`src/debug_engine_map.vh`:
```
`ifndef DEBUG_ENGINE_MAP_VH
`define DEBUG_ENGINE_MAP_VH
// Command bytes
`define CMD_WR_CNTR 8'h01
`define CMD_RD_STAT 8'h02
`define CMD_WR_CTRL 8'h04
`define CMD_RD_CTRL 8'h05
`define CMD_WR_REG 8'h08
`define CMD_RD_REG 8'h09
`define CMD_WR_PMEM 8'h0A
`define CMD_RD_PMEM 8'h0B
`define CMD_WR_DMEM 8'h0C
`define CMD_RD_DMEM 8'h0D
`define CMD_CRC 8'h0E
`define CMD_STEP 8'h10
`define CMD_STUFF 8'h11
`define CMD_EXEC 8'h12
`define CMD_RD_BAUD 8'h1B
// Control register fields
`define CTL_HALT 7
`define CTL_BRK_EN 6
`define CTL_ACK_EN 5
`define CTL_SPIN 4
`define CTL_PC_BRK 3
`define CTL_ZERO_BRK 2
`define CTL_RESET 0
`define CTL_RESET_VAL 8'h00
// Status register fields
`define STAT_IDLE 7
`define STAT_LOWPWR 6
`define STAT_LOCK 5
// Constant answers
`define FILL_BYTE 8'hFF
`define ACK_BYTE 8'hFF
`define BREAK_OPCODE 8'h00
`define CRC_PRESET 16'hFFFF
`define CRC_POLY_REFL 16'h8408
`define BAUD_FIELD_W 12
`define PMEM_LAST 16'hFFFF
`endif

```
`src/byte_buffer.v`:
```
`timescale 1ns/100ps
`default_nettype none
module byte_buffer (
  input wire sys_clk,
  input wire nrst,
  input wire in_valid,
  output wire in_ready,
  input wire [7:0] in_data,
  output wire out_valid,
  input wire out_ready,
  output wire [7:0] out_data
);
  reg [7:0] mem [0:1];
  reg [1:0] count;
  reg rd_ptr;
  reg wr_ptr;
  wire push;
  wire pop;
  assign in_ready = (count != 2'd2);
  assign out_valid = (count != 2'd0);
  assign out_data = mem[rd_ptr];
  assign push = in_valid && in_ready;
  assign pop = out_valid && out_ready;
  always @(posedge sys_clk or negedge nrst) begin
    if (!nrst) begin
      count <= 2'd0;
      rd_ptr <= 1'b0;
      wr_ptr <= 1'b0;
      mem[0] <= 8'h00;
      mem[1] <= 8'h00;
    end else begin
      if (push) begin
        mem[wr_ptr] <= in_data;
        wr_ptr <= ~wr_ptr;
      end
      if (pop)
        rd_ptr <= ~rd_ptr;
      if (push && !pop)
        count <= count + 2'd1;
      else if (pop && !push)
        count <= count - 2'd1;
    end
  end
endmodule
`default_nettype wire

```
`src/debug_command_engine.v`:
```
// Behaviour
// - Register read 1-256 bytes, FFh when blocked
// - Program write: cmd, addr, size, data
// - Program write needs unlocked flash controller
// - Memory writes dropped unless halted, unlocked
// - Program read returns FFh when blocked
// - Data write: cmd, addr, size, data
// - Data read FFh only when running
// - CRC-16 over program memory, inverted
// - CRC sent high first; FFFFh when running
// - Step one instruction when halted, unlocked
// - Stuff opcode, rest from program memory
// - Execute host-sent instruction of 1-3 bytes
// - Baud reload returned high byte first
// - Halt bit stops CPU fetching
// - Break opcode is no-op unless enabled
// - Break halts; spin bit is not writable, stays 0, never spins
// - Ack byte FFh on break, bit clears
// - PC match break; counter holds meanwhile
// - Zero count break; counter kept on resume
// - Reset bit resets system, self-clears
// - Status: idle, low-power halt, lock
// - Baud reload is clock/baud times eight
`timescale 1ns/100ps
`default_nettype none
module debug_command_engine (
  input wire sys_clk,
  input wire nrst,
  input wire rx_valid,
  input wire [7:0] rx_data,
  output wire tx_valid,
  input wire tx_ready,
  output wire [7:0] tx_data,
  input wire [11:0] baud_reload,
  input wire readout_lock_pin,
  input wire flash_unlocked_pin,
  input wire lowpower_halt_pin,
  input wire break_decoded,
  input wire [15:0] cpu_pc,
  input wire cpu_running,
  input wire reset_done,
  output reg debug_halt,
  output reg break_spin,
  output reg system_reset,
  output reg mem_req,
  output reg mem_we,
  output reg [1:0] mem_space,
  output reg [15:0] mem_addr,
  output reg [7:0] mem_wdata,
  input wire mem_ack,
  input wire [7:0] mem_rdata,
  output reg instr_req,
  output reg [1:0] instr_kind,
  output reg [7:0] instr_byte,
  output reg instr_byte_valid,
  input wire instr_done
);
  `include "debug_engine_map.vh"
  // ------------------------------------------------------------
  // Pin synchronisers
  // ------------------------------------------------------------
  reg [2:0] sync_a;
  reg [2:0] sync_b;
  wire lock_on;
  wire flash_ok;
  wire lowpwr;
  assign lock_on = sync_b[0];
  assign flash_ok = sync_b[1];
  assign lowpwr = sync_b[2];
  always @(posedge sys_clk or negedge nrst) begin
    if (!nrst) begin
      sync_a <= 3'b000;
      sync_b <= 3'b000;
    end else begin
      sync_a <= {lowpower_halt_pin, flash_unlocked_pin, readout_lock_pin};
      sync_b <= sync_a;
    end
  end
  // ------------------------------------------------------------
  // Helpers
  // ------------------------------------------------------------
  function [15:0] crc_step;
    input [15:0] crc;
    input [7:0] data;
    integer i;
    reg [15:0] c;
    begin
      c = crc;
      for (i = 0; i < 8; i = i + 1) begin
        if (c[0] ^ data[i])
          c = (c >> 1) ^ `CRC_POLY_REFL;
        else
          c = c >> 1;
      end
      crc_step = c;
    end
  endfunction
  function [2:0] instr_len;
    input [7:0] op;
    begin
      case (op[3:0])
        4'hF, 4'hE, 4'hC, 4'hA, 4'hB, 4'h8, 4'h9: instr_len = 3'd2;
        4'hD: instr_len = 3'd3;
        4'h0, 4'h1: instr_len = (op[7:4] == 4'h0) ? 3'd1 : 3'd2;
        default: instr_len = 3'd3;
      endcase
    end
  endfunction
  // ------------------------------------------------------------
  // Control, status and counter
  // ------------------------------------------------------------
  reg [7:0] debug_control_reg;
  reg [15:0] debug_down_counter;
  reg break_seen;
  wire [7:0] debug_status_reg;
  assign debug_status_reg = {break_seen | debug_control_reg[`CTL_HALT], lowpwr, lock_on,
    5'b00000};
  wire halted;
  assign halted = debug_control_reg[`CTL_HALT];
  wire brk_hit;
  assign brk_hit = break_decoded && debug_control_reg[`CTL_BRK_EN];
  wire pc_hit;
  assign pc_hit = debug_control_reg[`CTL_PC_BRK] && cpu_running
    && (cpu_pc == debug_down_counter);
  wire zero_hit;
  assign zero_hit = debug_control_reg[`CTL_ZERO_BRK] && cpu_running
    && !debug_control_reg[`CTL_PC_BRK] && (debug_down_counter == 16'h0001);
  wire any_break;
  assign any_break = brk_hit || pc_hit || zero_hit;
  // ------------------------------------------------------------
  // Command sequencer
  // ------------------------------------------------------------
  localparam ST_CMD = 4'd0;
  localparam ST_ARG = 4'd1;
  localparam ST_WDATA = 4'd2;
  localparam ST_RDATA = 4'd3;
  localparam ST_RWAIT = 4'd4;
  localparam ST_CRC = 4'd5;
  localparam ST_SEND2 = 4'd6;
  localparam ST_INSTR = 4'd7;
  localparam ST_IWAIT = 4'd8;
  localparam ST_WWAIT = 4'd9;
  reg [3:0] state;
  reg [7:0] cmd;
  reg [2:0] arg_idx;
  reg [2:0] arg_need;
  reg [15:0] addr;
  reg [16:0] remain;
  reg [15:0] word_out;
  reg [15:0] crc;
  reg [2:0] ibytes;
  reg ack_pending;
  reg tx_push;
  reg [7:0] tx_byte;
  wire buf_ready;
  wire ok_rw;
  assign ok_rw = halted && !lock_on;
  always @(posedge sys_clk or negedge nrst) begin
    if (!nrst) begin
      debug_control_reg <= `CTL_RESET_VAL;
      debug_down_counter <= 16'h0000;
      break_seen <= 1'b0;
      debug_halt <= 1'b0;
      break_spin <= 1'b0;
      system_reset <= 1'b0;
      state <= ST_CMD;
      cmd <= 8'h00;
      arg_idx <= 3'd0;
      arg_need <= 3'd0;
      addr <= 16'h0000;
      remain <= 17'd0;
      word_out <= 16'h0000;
      crc <= `CRC_PRESET;
      ibytes <= 3'd0;
      ack_pending <= 1'b0;
      tx_push <= 1'b0;
      tx_byte <= 8'h00;
      mem_req <= 1'b0;
      mem_we <= 1'b0;
      mem_space <= 2'd0;
      mem_addr <= 16'h0000;
      mem_wdata <= 8'h00;
      instr_req <= 1'b0;
      instr_kind <= 2'd0;
      instr_byte <= 8'h00;
      instr_byte_valid <= 1'b0;
    end else begin
      if (tx_push && buf_ready)
        tx_push <= 1'b0;
      instr_byte_valid <= 1'b0;
      debug_halt <= debug_control_reg[`CTL_HALT];
      break_spin <= brk_hit && debug_control_reg[`CTL_SPIN];
      // Counter counts cycles only while the CPU runs and no PC match is armed
      if (cpu_running && !debug_control_reg[`CTL_PC_BRK])
        debug_down_counter <= debug_down_counter - 16'h0001;
      if (brk_hit)
        break_seen <= 1'b1;
      if ((brk_hit && !debug_control_reg[`CTL_SPIN]) || pc_hit || zero_hit)
        debug_control_reg[`CTL_HALT] <= 1'b1;
      if (any_break && debug_control_reg[`CTL_ACK_EN])
        ack_pending <= 1'b1;
      if (reset_done)
        debug_control_reg[`CTL_RESET] <= 1'b0;
      system_reset <= debug_control_reg[`CTL_RESET];
      if (ack_pending && state == ST_CMD && !tx_push) begin
        tx_push <= 1'b1;
        tx_byte <= `ACK_BYTE;
        ack_pending <= 1'b0;
        debug_control_reg[`CTL_ACK_EN] <= 1'b0;
      end
      case (state)
        ST_CMD: begin
          if (rx_valid && !ack_pending) begin
            cmd <= rx_data;
            arg_idx <= 3'd0;
            remain <= 17'd0;
            case (rx_data)
              `CMD_WR_CNTR, `CMD_RD_BAUD: begin
                arg_need <= 3'd2;
                state <= (rx_data == `CMD_RD_BAUD) ? ST_SEND2 : ST_ARG;
                word_out <= {4'h0, baud_reload};
              end
              `CMD_WR_CTRL, `CMD_STUFF, `CMD_EXEC: begin
                arg_need <= 3'd1;
                state <= ST_ARG;
              end
              `CMD_RD_STAT, `CMD_RD_CTRL: begin
                tx_push <= 1'b1;
                tx_byte <= (rx_data == `CMD_RD_STAT) ? debug_status_reg : debug_control_reg;
              end
              `CMD_WR_REG, `CMD_RD_REG: begin
                arg_need <= 3'd3;
                state <= ST_ARG;
              end
              `CMD_WR_PMEM, `CMD_RD_PMEM, `CMD_WR_DMEM, `CMD_RD_DMEM: begin
                arg_need <= 3'd4;
                state <= ST_ARG;
              end
              `CMD_CRC: begin
                crc <= `CRC_PRESET;
                addr <= 16'h0000;
                state <= halted ? ST_CRC : ST_SEND2;
                word_out <= 16'hFFFF;
              end
              `CMD_STEP: begin
                if (ok_rw) begin
                  instr_req <= 1'b1;
                  instr_kind <= 2'd0;
                  state <= ST_IWAIT;
                end
              end
              default: state <= ST_CMD;
            endcase
          end
        end
        ST_ARG: begin
          if (rx_valid) begin
            arg_idx <= arg_idx + 3'd1;
            if (cmd == `CMD_WR_REG || cmd == `CMD_RD_REG) begin
              if (arg_idx == 3'd0)
                addr[15:8] <= {4'h0, rx_data[3:0]};
              else if (arg_idx == 3'd1)
                addr[7:0] <= rx_data;
              else
                remain <= (rx_data == 8'h00) ? 17'd256 : {9'd0, rx_data};
            end else if (arg_idx == 3'd0) begin
              addr[15:8] <= rx_data;
              remain[15:8] <= rx_data;
            end else if (arg_idx == 3'd1) begin
              addr[7:0] <= rx_data;
            end else if (arg_idx == 3'd2) begin
              remain[15:8] <= rx_data;
            end else begin
              remain <= ({remain[15:8], rx_data} == 16'h0000) ? 17'h10000
                : {1'b0, remain[15:8], rx_data};
            end
            if (arg_idx + 3'd1 == arg_need) begin
              if (cmd == `CMD_WR_CNTR) begin
                if (halted)
                  debug_down_counter <= {addr[15:8], rx_data};
                state <= ST_CMD;
              end else if (cmd == `CMD_WR_CTRL) begin
                debug_control_reg <= {rx_data[7:5], debug_control_reg[`CTL_SPIN],
                  rx_data[3:2], 1'b0, rx_data[0]};
                break_seen <= 1'b0;
                state <= ST_CMD;
              end else if (cmd == `CMD_STUFF || cmd == `CMD_EXEC) begin
                instr_byte <= rx_data;
                instr_byte_valid <= ok_rw;
                instr_kind <= (cmd == `CMD_STUFF) ? 2'd1 : 2'd2;
                // A long execute asks for the CPU only once every byte is in
                if (ok_rw && (cmd == `CMD_STUFF || instr_len(rx_data) == 3'd1))
                  instr_req <= 1'b1;
                ibytes <= (cmd == `CMD_EXEC) ? instr_len(rx_data) - 3'd1 : 3'd0;
                state <= (cmd == `CMD_EXEC && instr_len(rx_data) != 3'd1) ? ST_INSTR
                  : (ok_rw ? ST_IWAIT : ST_CMD);
              end else if (cmd == `CMD_RD_REG || cmd == `CMD_RD_PMEM
                  || cmd == `CMD_RD_DMEM) begin
                state <= ST_RDATA;
              end else begin
                state <= ST_WDATA;
              end
            end
          end
        end
        ST_INSTR: begin
          if (rx_valid) begin
            instr_byte <= rx_data;
            instr_byte_valid <= ok_rw;
            ibytes <= ibytes - 3'd1;
            if (ibytes == 3'd1) begin
              instr_req <= ok_rw;
              state <= ok_rw ? ST_IWAIT : ST_CMD;
            end
          end
        end
        ST_IWAIT: begin
          if (instr_done) begin
            instr_req <= 1'b0;
            state <= ST_CMD;
          end
        end
        ST_WDATA: begin
          if (rx_valid) begin
            remain <= remain - 17'd1;
            addr <= addr + 16'h0001;
            mem_addr <= addr;
            mem_wdata <= rx_data;
            mem_space <= (cmd == `CMD_WR_REG) ? 2'd0 : (cmd == `CMD_WR_PMEM) ? 2'd1 : 2'd2;
            mem_we <= 1'b1;
            // Register writes outside on-chip RAM survive the lock
            if (halted && (!lock_on || (cmd == `CMD_WR_REG && addr[11:8] == 4'hF))
                && (cmd != `CMD_WR_PMEM || flash_ok)) begin
              mem_req <= 1'b1;
              state <= ST_WWAIT;
            end else if (remain == 17'd1) begin
              state <= ST_CMD;
            end
          end
        end
        ST_WWAIT: begin
          if (mem_ack) begin
            mem_req <= 1'b0;
            mem_we <= 1'b0;
            state <= (remain == 17'd0) ? ST_CMD : ST_WDATA;
          end
        end
        ST_RDATA: begin
          if (!tx_push) begin
            if (remain == 17'd0) begin
              state <= ST_CMD;
            end else if ((cmd == `CMD_RD_DMEM && !halted)
                || (cmd == `CMD_RD_PMEM && !ok_rw)
                || (cmd == `CMD_RD_REG && (!halted || (lock_on && addr[11:8] != 4'hF)))) begin
              tx_push <= 1'b1;
              tx_byte <= `FILL_BYTE;
              remain <= remain - 17'd1;
              addr <= addr + 16'h0001;
            end else begin
              mem_req <= 1'b1;
              mem_we <= 1'b0;
              mem_addr <= addr;
              mem_space <= (cmd == `CMD_RD_REG) ? 2'd0 : (cmd == `CMD_RD_PMEM) ? 2'd1 : 2'd2;
              state <= ST_RWAIT;
            end
          end
        end
        ST_RWAIT: begin
          if (mem_ack) begin
            mem_req <= 1'b0;
            tx_push <= 1'b1;
            tx_byte <= mem_rdata;
            remain <= remain - 17'd1;
            addr <= addr + 16'h0001;
            state <= ST_RDATA;
          end
        end
        ST_CRC: begin
          if (!mem_req) begin
            mem_req <= 1'b1;
            mem_we <= 1'b0;
            mem_space <= 2'd1;
            mem_addr <= addr;
          end else if (mem_ack) begin
            mem_req <= 1'b0;
            crc <= crc_step(crc, mem_rdata);
            addr <= addr + 16'h0001;
            if (addr == `PMEM_LAST) begin
              word_out <= ~crc_step(crc, mem_rdata);
              state <= ST_SEND2;
            end
          end
        end
        ST_SEND2: begin
          if (!tx_push) begin
            tx_push <= 1'b1;
            arg_idx <= arg_idx + 3'd1;
            tx_byte <= (arg_idx == 3'd0) ? word_out[15:8] : word_out[7:0];
            if (arg_idx == 3'd1)
              state <= ST_CMD;
          end
        end
        default: state <= ST_CMD;
      endcase
    end
  end
  // ------------------------------------------------------------
  // Transmit buffer
  // ------------------------------------------------------------
  byte_buffer tx_buf (
    .sys_clk(sys_clk),
    .nrst(nrst),
    .in_valid(tx_push),
    .in_ready(buf_ready),
    .in_data(tx_byte),
    .out_valid(tx_valid),
    .out_ready(tx_ready),
    .out_data(tx_data)
  );
endmodule
`default_nettype wire

```
`config.mk`:
```
export PLATFORM = sky130hd
export DESIGN_NAME = debug_command_engine
export DESIGN_NICKNAME = d
export VERILOG_FILES = /design/src/byte_buffer.v /design/src/debug_command_engine.v
export VERILOG_INCLUDE_DIRS = /design/src
export SDC_FILE = /design/constraint.sdc
export NUM_CORES = 1
export LEC_CHECK = 0
export ABC_AREA = 1
export BUFFER_PORTS_ARGS = -buffer_cell sky130_fd_sc_hd__clkbuf_2
export CAP_MARGIN = 0
export CORE_MARGIN = 2
export CORE_UTILIZATION = 55
export CTS_CLUSTER_SIZE = 8
export DETAILED_ROUTE_END_ITERATION = 16
export PLACE_DENSITY = 0.86
export SLEW_MARGIN = 20
export SYNTH_ARGS = -nofsm -noshare
export SYNTH_HDL_FRONTEND = slang
export SYNTH_SLANG_ARGS = --single-unit
export TNS_END_PERCENT = 30
```
`constraint.sdc`:
```
create_clock -name sys_clk -period 2.1 [get_ports sys_clk]
set_input_delay 0.105 -clock sys_clk [delete_from_list [all_inputs] [get_ports sys_clk]]
set_output_delay 0.105 -clock sys_clk [all_outputs]
set_load 0.02 [all_outputs]
```
Yosys cells after proc, flatten, opt, wreduce, memory -nomap -nowiden --
Index checks and enable logic that the tools add are counted.
Storage, ports and cells: flip-flop bits (word level) 187, bits of input ports 56, output and inout bits 52, logic and storage cells 559
Operators by class: add/subtract/negate cells 8, $lt $le $gt $ge 3, equality and inequality tests 96, multiplexer cells 285, bitwise gates (word level) 37, reduce and logical (&&, ||, !) cells 94
Operators with widths (count):
- $mux W16 | 97
- $mux W8 | 33
- $mux W17 | 12
- $mux W4 | 25
- $eq A8 B4 Y1 const B | 12
- $pmux W16 S2 | 3
- $pmux W16 S6 | 1
- $pmux W17 S5 | 1
- $ne A2 B2 Y1 const B | 29
- $mux W1 | 54
- $mux W3 | 17
- $eq A8 B5 Y1 const B | 6
- $pmux W16 S3 | 1
- $mux W2 | 23
- $not A2 Y3 | 15
- $eq A4 B4 Y1 const B | 10
- $pmux W4 S10 | 1
- $pmux W8 S4 | 1
- $logic_and A1 B1 Y1 | 26
- $eq A8 B3 Y1 const B | 3
- $ne A3 B3 Y1 const B | 7
- $reduce_and A7 Y1 | 3
- $pmux W4 S5 | 1
- $reduce_and A19 Y1 | 1
- other kinds (69) | 141

Logic depth before layout (Yosys ltp) --
Gate-level depths: netlist (run 1).
word-level depth 53, depth in mapped cells 15, gate-level depth less buffers 15

Hierarchy --
Synthesis (run 1) repeated with hierarchy kept, for this count alone.
Second synthesis, totals: cells, all modules 1620, area, all modules 11481.0 µm²
By module, submodules not included:
- debug_command_engine | instances 1, cells an instance 1496, area an instance 10467.5 µm², seq. area each 4199.0 µm²
- byte_buffer | instances 1, cells an instance 124, area an instance 1013.5 µm², seq. area each 500.5 µm²

Worst setup path before layout (run 1) --
No wires, ideal clock.
path kind register to register, from register arg_idx[0], to register remain[7], library setup time 127 ps, arrival time 1700 ps, data required time 1973 ps, path slack 273 ps, cell stages (with the launch flop) 12, path buffers 2, clock period less this slack 1827 ps, cell sequence dfrtp_1 inv_1 ha_1 nand2_1 inv_1 buf_2 o21ai_0 o21a_1 nand3_4 buf_6 nand2_1 o21ai_0
On the way: word-level cells in the longest chain between the ends 3, elaborated cells on any way between the ends 7, those cells by class eq/ne (5); reduce/logical (2)
RTL lines:
- start: declaration | RTL line debug_command_engine.v:145 | reg [2:0] arg_idx;
- start signal: assignment | RTL line debug_command_engine.v:258 | arg_idx <= arg_idx + 3'd1;
- start signal: assignment | RTL line debug_command_engine.v:397 | arg_idx <= arg_idx + 3'd1;
- $eq A3 B2 Y1 (tied with other cells) | RTL line debug_command_engine.v:271 | end else if (arg_idx == 3'd2) begin
- $ne A3 B3 Y1 (no line) or $ne A2 B2 Y1 (tied branches)
- $reduce_and A11 Y1 (no line) (*)
- end signal: assignment | RTL line debug_command_engine.v:265 | remain <= (rx_data == 8'h00) ? 17'd256 : {9'd0, rx_data};
- end signal: assignment | RTL line debug_command_engine.v:274 | remain <= ({remain[15:8], rx_data} == 16'h0000) ? 17'h10000
- end signal: assignment | RTL line debug_command_engine.v:325 | remain <= remain - 17'd1;
- end: declaration | RTL line debug_command_engine.v:148 | reg [16:0] remain;
Every way passes the cells marked *; elsewhere a longest branch is shown, timed or not. A chain may end at the register's enable or synchronous reset.

Worst setup path in the final report (run 1) --
from register state[1], to register ack_pending
On the way: word-level cells in the longest chain between the ends 4, elaborated cells on any way between the ends 5, those cells by class mux (1); reduce/logical (4)
RTL lines:
- start: declaration | RTL line debug_command_engine.v:143 | reg [3:0] state;
- start signal: assignment | RTL line debug_command_engine.v:220 | state <= (rx_data == `CMD_RD_BAUD) ? ST_SEND2 : ST_ARG;
- start signal: assignment | RTL line debug_command_engine.v:242 | state <= halted ? ST_CRC : ST_SEND2;
- start signal: assignment | RTL line debug_command_engine.v:295 | state <= (cmd == `CMD_EXEC && instr_len(rx_data) != 3'd1) ? ST_INSTR
- $logic_not A4 Y1 (*) | RTL line debug_command_engine.v:205 | if (ack_pending && state == ST_CMD && !tx_push) begin
- $logic_and A1 B1 Y1 (*) (2 in series) | RTL line debug_command_engine.v:205
- $mux W1 or $reduce_bool A2 Y1 (tied branches)
- end signal: assignment | RTL line debug_command_engine.v:175 | ack_pending <= 1'b0;
- end signal: assignment | RTL line debug_command_engine.v:201 | ack_pending <= 1'b1;
- end signal: assignment | RTL line debug_command_engine.v:208 | ack_pending <= 1'b0;
- end: declaration | RTL line debug_command_engine.v:152 | reg ack_pending;
Marked as above.

==> run summary, run 1 <==
Placed Area: 12600 µm²
die area: 21700 µm²
placer congestion estimate: 0.980
Clock transition at path regs: 0.08 ns
Die Span Y: 147 µm
Final Util: 66.7%
dpl cells: 2018
vias post-DR: 11.6k
RSZ-0062 raised after global routing: yes
# setup viols final: 0
initial core utilization: 56.0%
Worst-Skew Late Latency: 0.45 ns
fmax: 0.493 GHz
Ys Warns: 0
Worst Setup Start Kind: flop
Top cell by count, worst path: inv_2
Num CTS Buffers: 17
largest reg by FF count: remain
critical path's top delay family: simple AND/OR/NAND/NOR gates
largest net degree at the start of global routing: 53
area of the core: 20200 µm²
Post-Synthesis Cells: 1614
Antenna Nets Post-Route: 0
Fin. Hold Viols: 0
max incr delay on CP: 0.48 ns
post-synth top area share: 37.9%
Peak VDD IR: 0.643 mV
initial antenna violation count: 0
critical path type: reg2reg
grt total ovfl: 0
DP HPWL: 25.1 mm
layout cell share with drive strength beyond 1: 16.3%
vias in the first global route: 10.9k
Final #Nets: 1863
Routed WL: 33.5 mm
TNS Setup: 0 ns
max-cap viol count: 0
first-pass GRT wire length: 53.4 mm
dpl ws: -0.00301 ns
gr usage total: 31.0%
clock skew: 0.0128 ns
Max H-tree Level: 4
worst slew pin tran: 0.548 ns
io pins: 108
syn nets: 1685
Static Leak: 6.92 nW
Post-Syn Area: 11300 µm²
post-layout min period: 2.03 ns
Synth Register Bits: 187
Num Clock Sinks: 187
Post-Syn Area per Cell: 7.00 µm²
Root Driver: clkbuf_16
Power Dens Cells: 1220 nW/µm²
crit path max fanout: 10
Final Cell Area: 13400 µm²
drt first pass iters: 6
via/cell ratio: 5.57
Area contributors post-synth: dfrtp_1, nand2_1, o21ai_0, inv_1, nor2_1
max reg flops: 17
drc violations: 0
Synth area leader: dfrtp_1
relative slew slack: 63.1%
hold crit path type: in2reg
Arr. time, crit path: 2.35 ns
count of cell types in the netlist: 49
worst path required time: 2.42 ns
setup ws final: 0.0715 ns
CP Cell Sequence: nor2_2, nand2_2, inv_2, nand3_1, inv_2, nor2_1, nand2_1, o21ai_0
CTS tree: yes
ANT cells: 0
die width: 147 µm
period utilization: 96.6%
synth-to-layout area growth: 19.0%
row cnt: 52
sequential fraction of the synthesis area: 41.6%
post-DR wirelength/cell: 16.2 µm
non-filler cells, final: 2075
CP Capture Type: flop
CP Buf/Inv Count: 2
Initial DRC Count: 1137
status: finished, final reports clean
Crit-path slowest cell: dfrtp_2
Max Buffers Root-to-Sink: 2
port bufs: 106
Max Transition Viols Final: 0
==> Yosys cell counts (all sizes together) <==
cell,n
nand2,523
inv,199
o21ai,189
dfrtp,171
nor2,171
nand3,112
a21oi,42
buf,30
nand4,26
xor2,22
dfstp,16
nor3,16
xnor2,16
ha,15
clkbuf,11
o22ai,8
o211ai,7
or2,7
a31oi,6
nand3b,6
a22oi,4
a21o,3
clkinv,2
o31ai,2
a211oi,1
a2bb2oi,1
a31o,1
and2,1
conb,1
nor4,1
o2111ai,1
o21a,1
o21bai,1
o311ai,1
==> cell type report <==
class / count / area, µm²
Clock inverter: 14 / 153
Tap cell: 270 / 338
Timing Repair Buffer: 200 / 1380
Inverter: 201 / 763
Sequential cell: 187 / 4700
Clock buffer: 18 / 429
Fill cell: 1714 / 6730
Multi-Input combinational cell: 1185 / 5680
==> metrics by stage <==
step / total power [mW] / hold slack [ns]
2_1_floorplan: 10.5 / -0.191
3_3_place_gp: 12.5 / 0.0664
3_5_place_dp: 12.7 / 0.0613
4_1_cts: 16.1 / 0.00647
5_1_grt: 17.4 / 0.0344
6_report: 16.3 / 0.0121
==> report_power, final <==
group / leakage [nW] / switching [mW] / internal [mW] / total, mW
Sequential: 2.40 / 0.781 / 4.70 / 5.49
Combinational: 4.25 / 4.98 / 2.62 / 7.60
Clock: 0.275 / 1.57 / 1.68 / 3.25
==> timing repair <==
| action | 4_1_cts | 5_1_grt |
|---|---|---|
| pin swaps | 0 | 3 |
| endpoints found under the hold margin | 128 | 0 |
| setup buffers | 0 | 6 |
| cloned | 0 | 0 |
| gates resized for setup | 1 | 28 |
| setup endpoints to repair | 4 | 103 |
| hold buffers | 19 | 0 |
==> layout by cell type (no fill, tap or decap), types with 2 or more instances in the layout <==
cell / Yosys / layout
a21o_1: 3 / 3
a21oi_1: 41 / 41
a22oi_1: 4 / 4
a31oi_1: 6 / 6
buf_12: 0 / 7
buf_4: 2 / 68
clkbuf_16: 0 / 17
clkbuf_2: 0 / 105
clkinv_1: 2 / 2
clkinv_4: 0 / 2
clkinvlp_4: 0 / 4
dfrtp_1: 171 / 169
dfrtp_2: 0 / 2
dfstp_2: 16 / 16
dlygate4sd3_1: 0 / 19
ha_1: 15 / 15
inv_1: 192 / 188
inv_2: 6 / 9
inv_6: 0 / 6
inv_8: 0 / 2
nand2_1: 516 / 510
nand2_2: 6 / 12
nand3_1: 108 / 107
nand3_2: 3 / 2
nand3_4: 1 / 3
nand3b_1: 6 / 6
nand4_1: 25 / 25
nor2_1: 154 / 147
nor2_2: 9 / 16
nor2_4: 8 / 8
nor3_1: 16 / 16
o211ai_1: 7 / 7
o21ai_0: 166 / 162
o21ai_1: 22 / 25
o22ai_1: 8 / 8
o31ai_1: 2 / 2
or2_2: 7 / 7
xnor2_1: 16 / 16
xor2_1: 22 / 22
==> worst min-delay path, delay by kind of cell <==
kind,cells,cell delay (ns)
buffers and inverters,1,0.07
AOI/OAI and AO/OA,1,0.08
and+or+nand+nor,3,0.18
==> layer usage <==
layer / wire, µm / GRT usage, % / up-vias
met4: 1460 / 14.9 / 0
met2: 15600 / 50.5 / 527
met3: 2770 / 5.71 / 106
li1: - / - / 5527
met1: 13700 / 40.3 / 5390
met5: 0 / 0 / -
==> path summary, 6_finish.rpt <==
| path | start | endpoint | cells after the start | slack [ns] |
|---|---|---|---|---|
| hold / removal | baud_reload[10] | word_out[10] | 5 | 0.01 |
| setup reg to reg | state[1] | ack_pending | 8 | 0.07 |
| max in group asynchronous | nrst | crc[14] | 3 | 1.26 |
| min in group asynchronous | nrst | debug_down_counter[6] | 2 | 0.17 |
| hold reg to reg | sync_a[0] | sync_b[0] | 0 | 0.35 |
| setup / recovery | state[1] | ack_pending | 8 | 0.07 |
==> cells by family (layout without fill, tap and decap cells) <==
family                   after synthesis  after routing  share of synthesized area [%]
buffers and inverters                242            433                           8.70
other                                  1              1                         0.0332
AO/OA/AOI/OAI                        268            268                           12.8
XOR/XNOR                              38             38                           2.95
flip-flops                           187            187                           41.6
adder cells (fa/ha/maj)               15             15                           1.66
AND/OR/NAND/NOR                      863            863                           32.3
(Power assumes the default switching activity.)
==> inputs of run 2 (changes only) <==
==> constraint.sdc (replaced) <==
create_clock -name sys_clk -period 2.3 [get_ports sys_clk]
set_input_delay 0.115 -clock sys_clk [delete_from_list [all_inputs] [get_ports sys_clk]]
set_output_delay 0.115 -clock sys_clk [all_outputs]
set_load 0.02 [all_outputs]
==> run 2 against run 1 <==
- critical path depth increased by 3
- sequential power decreased by 8.2%
- routed wire length decreased by 2.2%
- largest cell class unchanged
- critical path type unchanged
- total power decreased by 11%
- cell area decreased by 2.9%
==> run summary, run 2 (synthesis gave the netlist of run 1 again) <==
status: finished, final reports clean
ANT cells: 0
CP Capture Type: flop
Worst-Skew Late Latency: 0.45 ns
drt first pass iters: 5
non-filler cells, final: 2036
post-DR wirelength/cell: 16.1 µm
vias in the first global route: 10.8k
max-cap viol count: 0
clock skew: 0.0211 ns
Num Clock Sinks: 187
Max Transition Viols Final: 0
io pins: 108
Antenna Nets Post-Route: 0
Worst Setup Start Kind: flop
Clock transition at path regs: 0.07 ns
# setup viols final: 0
Die Span Y: 147 µm
die width: 147 µm
Net Switching: 6.52 mW
Max H-tree Level: 4
CP Cell Sequence: ha_1, nand2_1, nor2_1, nand2_1, nor2_2, a21oi_1, nor2_1, nand2_4, inv_6, nand2_1, o21ai_0
Arr. time, crit path: 2.51 ns
Final #Nets: 1824
Final Util: 64.7%
most common cell after layout, fill and taps aside: nand2_1
critical path's top delay family: simple AND/OR/NAND/NOR gates
drc violations: 0
max reg flops: 17
Peak VDD IR: 0.670 mV
DP HPWL: 24.7 mm
port bufs: 106
initial core utilization: 56.0%
Initial DRC Count: 1217
Root Driver: clkbuf_16
Max Buffers Root-to-Sink: 2
gr usage total: 30.9%
Top cell by count, worst path: nand2_1
vias post-DR: 11.4k
period utilization: 93.0%
relative slew slack: 62.5%
TNS Setup: 0 ns
initial antenna violation count: 0
dpl cells: 1991
synth-to-layout area growth: 15.5%
Placed Area: 12300 µm²
Power Dens Cells: 1110 nW/µm²
fmax: 0.467 GHz
CP Buf/Inv Count: 1
Static Leak: 6.75 nW
Final Cell Area: 13100 µm²
max incr delay on CP: 0.43 ns
layout cell share with drive strength beyond 1: 14.0%
area of the core: 20200 µm²
via/cell ratio: 5.61
post-layout min period: 2.14 ns
placer congestion estimate: 0.993
Routed WL: 32.8 mm
CTS tree: yes
largest reg by FF count: remain
critical path type: reg2reg
Clock Power Share: 20.7%
Switching Fraction: 44.8%
first-pass GRT wire length: 53.5 mm
die area: 21700 µm²
grt total ovfl: 0
largest net degree at the start of global routing: 51
Crit-path slowest cell: dfrtp_1
worst path required time: 2.67 ns
hold crit path type: in2reg
most frequent cells in the layout: nand2_1, inv_1, dfrtp_1
Num CTS Buffers: 17
Gate power share: 44.7%
row cnt: 52
worst slew pin tran: 0.561 ns
crit path max fanout: 18
Fin. Hold Viols: 0
hold slack: 0.0137 ns
sequential power share: 34.6%
internal power: 8.02 mW
==> run 2: changes by cell type in the layout (fill, tap and decap cells not counted), moves of 4 or more <==
cell           change
nand2_2            -5
dlygate4sd3_1      -7
nor2_1             +6
nand2_1            +4
nor2_2             -6
buf_4             -29
==> run 2: layout make-up <==
class,count,area [µm²]
Fill cell,1715,7120
Tap cell,270,338
Multi-Input combinational cell,1185,5630
Clock buffer,19,443
Inverter,201,759
Sequential cell,187,4700
Clock inverter,13,146
Timing Repair Buffer,161,1030
==> run 2: per-stage QoR <==
step	power (mW)	setup WS [ns]
after floorplan	9.60	0.473
final	14.5	0.161
after CTS	14.4	0.137
after global placement	11.2	0.171
after global routing	15.6	-0.000129
after detailed placement	11.4	0.143
==> run 2: metal layers <==
metal / track usage (%) / share of wire [%] / vias to the layer above
met1: 40.8 / 41 / 5324
met5: 0 / 0 / -
met3: 4.13 / 8.2 / 93
li1: - / - / 5434
met2: 51.2 / 47 / 568
met4: 13.5 / 3.8 / 0
==> run 2: power groups by stage <==
stage	registers [mW]	logic, mW	clock network (mW)
2_1_floorplan	5.20	4.41	0
3_3_place_gp	5.03	6.15	0
3_5_place_dp	5.06	6.33	0
4_1_cts	5.01	6.42	3.01
5_1_grt	5.16	7.31	3.15
6_report	5.04	6.50	3.00
==> run 2: repair_timing <==
item / in CTS / in global routing
endpoints found under the hold margin: 81 / 0
endpoints found under the setup margin: 0 / 23
gates resized for setup: 0 / 9
buffers inserted: 0 / 1
hold buffers: 12 / 0
==> run 2: final timing paths <==
path	slack [ns]	depth (start not counted)	from	endpoint
max in group asynchronous	1.44	3	nrst	crc[15]
max	0.16	11	addr[0]	word_out[6]
min	0.01	5	baud_reload[4]	word_out[4]
max reg2reg	0.16	11	addr[0]	word_out[6]
min reg2reg	0.35	0	sync_a[0]	sync_b[0]
min in group asynchronous	0.18	2	nrst	debug_down_counter[3]
==> run 2: worst reg2reg max path: stages, from the launching register on <==
cell	delay (ns)
dfrtp_1	0.43
ha_1	0.19
nand2_1	0.10
nor2_1	0.21
nand2_1	0.19
nor2_2	0.18
a21oi_1	0.13
nor2_1	0.20
nand2_4	0.16
inv_6	0.16
nand2_1	0.07
o21ai_0	0.07
==> inputs of run 3 (changes only) <==
--- a/config.mk
+++ b/config.mk
@@ -10,10 +10,10 @@
 export BUFFER_PORTS_ARGS = -buffer_cell sky130_fd_sc_hd__clkbuf_2
 export CAP_MARGIN = 0
 export CORE_MARGIN = 2
-export CORE_UTILIZATION = 55
+export CORE_UTILIZATION = 30
 export CTS_CLUSTER_SIZE = 8
 export DETAILED_ROUTE_END_ITERATION = 16
-export PLACE_DENSITY = 0.86
+export PLACE_DENSITY = 0.57
 export SLEW_MARGIN = 20
 export SYNTH_ARGS = -nofsm -noshare
 export SYNTH_HDL_FRONTEND = slang
==> run 3 against run 2 <==
- clock power increased by 3%
- cell count increased by 12%
- via count decreased by 4.3%
- flip-flop and latch count unchanged
- sequential power decreased by 0.8%
- first-iteration DRC count decreased by 31%
- critical path type unchanged
- critical endpoint is now debug_control_reg[5]
- largest power group unchanged
==> run summary, run 3 (synthesis gave the netlist of run 1 again) <==
status: finished, final reports clean
CP Cell Sequence: nor2_2, nand2_2, inv_2, nand3_1, inv_1, nor2_1, nand2_1, o21ai_0
drc violations: 0
Max H-tree Level: 4
worst slew pin tran: 0.540 ns
Hold Startpoint: tx_ready
gr usage total: 18.6%
initial antenna violation count: 0
Num CTS Buffers: 17
die width: 198 µm
largest net degree at the start of global routing: 65
initial core utilization: 30.2%
fmax: 0.467 GHz
CP Buf/Inv Count: 2
worst path required time: 2.62 ns
most frequent cells in the layout: nand2_1, inv_1, dfrtp_1
grt total ovfl: 0
Static Leak: 6.80 nW
post-layout min period: 2.14 ns
setup ws final: 0.159 ns
io pins: 108
Switching Fraction: 44.6%
Fin. Hold Viols: 0
area of the core: 37400 µm²
first-pass GRT wire length: 56.4 mm
Arr. time, crit path: 2.46 ns
Max Buffers Root-to-Sink: 2
Crit-path slowest cell: dfrtp_2
Multi-input gate area: 5640 µm²
port bufs: 106
period utilization: 93.1%
synth-to-layout area growth: 19.0%
end of the worst register-to-register path: debug_control_reg[5]
RSZ-0062 raised after global routing: no
Worst Setup Start Kind: flop
TNS Setup: 0 ns
Initial DRC Count: 842
flop2flop setup slack: 0.16 ns
crit path max fanout: 10
Clock Power Share: 21.0%
ANT cells: 0
hold path depth: 3
dpl ws: 0.151 ns
max-cap viol count: 0
max incr delay on CP: 0.47 ns
vias post-DR: 10.9k
drt first pass iters: 5
worst-case hold path end point: tx_buf.rd_ptr
critical path's top delay family: simple AND/OR/NAND/NOR gates
CP Capture Type: flop
Storage cell area: 4700 µm²
CTS tree: yes
sequential power share: 34.1%
# setup viols final: 0
hold crit path type: in2reg
worst r2r src: state[1]
Die Span Y: 198 µm
Clock transition at path regs: 0.07 ns
relative slew slack: 63.7%
max reg flops: 17
most common cell after layout, fill and taps aside: nand2_1
Final #Nets: 1831
post-DR wirelength/cell: 15.6 µm
vias in the first global route: 10.5k
Root Driver: clkbuf_16
internal power: 8.13 mW
row cnt: 71
Peak VDD IR: 0.611 mV
Net Switching: 6.55 mW
Gate power share: 44.9%
Antenna Nets Post-Route: 0
largest reg by FF count: remain
Power Dens Cells: 1090 nW/µm²
Routed WL: 35.5 mm
Num Clock Sinks: 187
via/cell ratio: 4.78
clock skew: 0.0121 ns
placer congestion estimate: 0.956
post-CTS setup buffers: 0
critical path type: reg2reg
Fill cells: 4026
DP HPWL: 27.7 mm
Worst-Skew Late Latency: 0.45 ns
FF-to-FF path depth: 8
layout cell share with drive strength beyond 1: 14.2%
Max Transition Viols Final: 0
die area: 39200 µm²
-- run 3: stage by stage --
stage          instance area (µm²)  hold WS (ns)  utilization, %  power (mW)  cells
2_1_floorplan                11300        -0.181               -        9.60   1614
3_3_place_gp                 12700        0.0525            33.8        11.5   2236
3_5_place_dp                 12700        0.0495            33.8        11.6   2236
4_1_cts                      13400      0.000887            35.9        14.7   2284
5_1_grt                      13400        0.0337            36.0        15.9   2284
6_report                     13400       0.00896            36.0        14.7   2284
-- run 3: power by group through the flow --
stage,Combinational [mW],Sequential (mW),Clock [mW]
after floorplan,4.41,5.20,0
after global placement,6.49,5.04,0
after detailed placement,6.55,5.05,0
after CTS,6.60,5.00,3.15
after global routing,7.50,5.14,3.28
final,6.59,5.00,3.08
-- run 3: how the worst max path moves through the flow --
| stage | from | to | slack (ns) | cells after the start |
|---|---|---|---|---|
| detailed placement | addr[0] | word_out[6] | 0.15 | 11 |
| CTS | addr[0] | word_out[2] | 0.13 | 11 |
| floorplan | arg_idx[0] | remain[7] | 0.47 | 11 |
| global placement | state[1] | arg_idx[0] | 0.16 | 8 |
| global route | addr[0] | word_out[6] | 0.007 | 11 |
| finish | state[1] | debug_control_reg[5] | 0.16 | 8 |
-- run 3: cell type report --
cell class / count / share of cell area, %
multi-input combinational: 1185 / 41.9
sequential: 187 / 35.0
timing repair buffer: 168 / 8.23
inverter: 201 / 5.65
tap: 511 / 4.75
clock buffer: 18 / 3.27
clock inverter: 14 / 1.21
-- run 3: metal layers --
metal | vias to the layer above | part of all wire, % | track usage (%)
met4 | 0 | 2.5 | 6.46
met5 | - | 0 | 0
li1 | 5454 | - | -
met1 | 5102 | 46 | 24.8
met2 | 320 | 46 | 30.6
met3 | 48 | 4.9 | 2.93
-- run 3: timing repair --
action | CTS | global route
endpoints found under the setup margin | 0 | 30
resized for setup | 0 | 12
hold buffers | 16 | 0
endpoints found under the hold margin | 190 | 0
-- run 3: tightest hold or removal path, stage by stage --
cell and delay (ns):
clkbuf_2 0.08, nand2_1 0.14, xor2_1 0.08
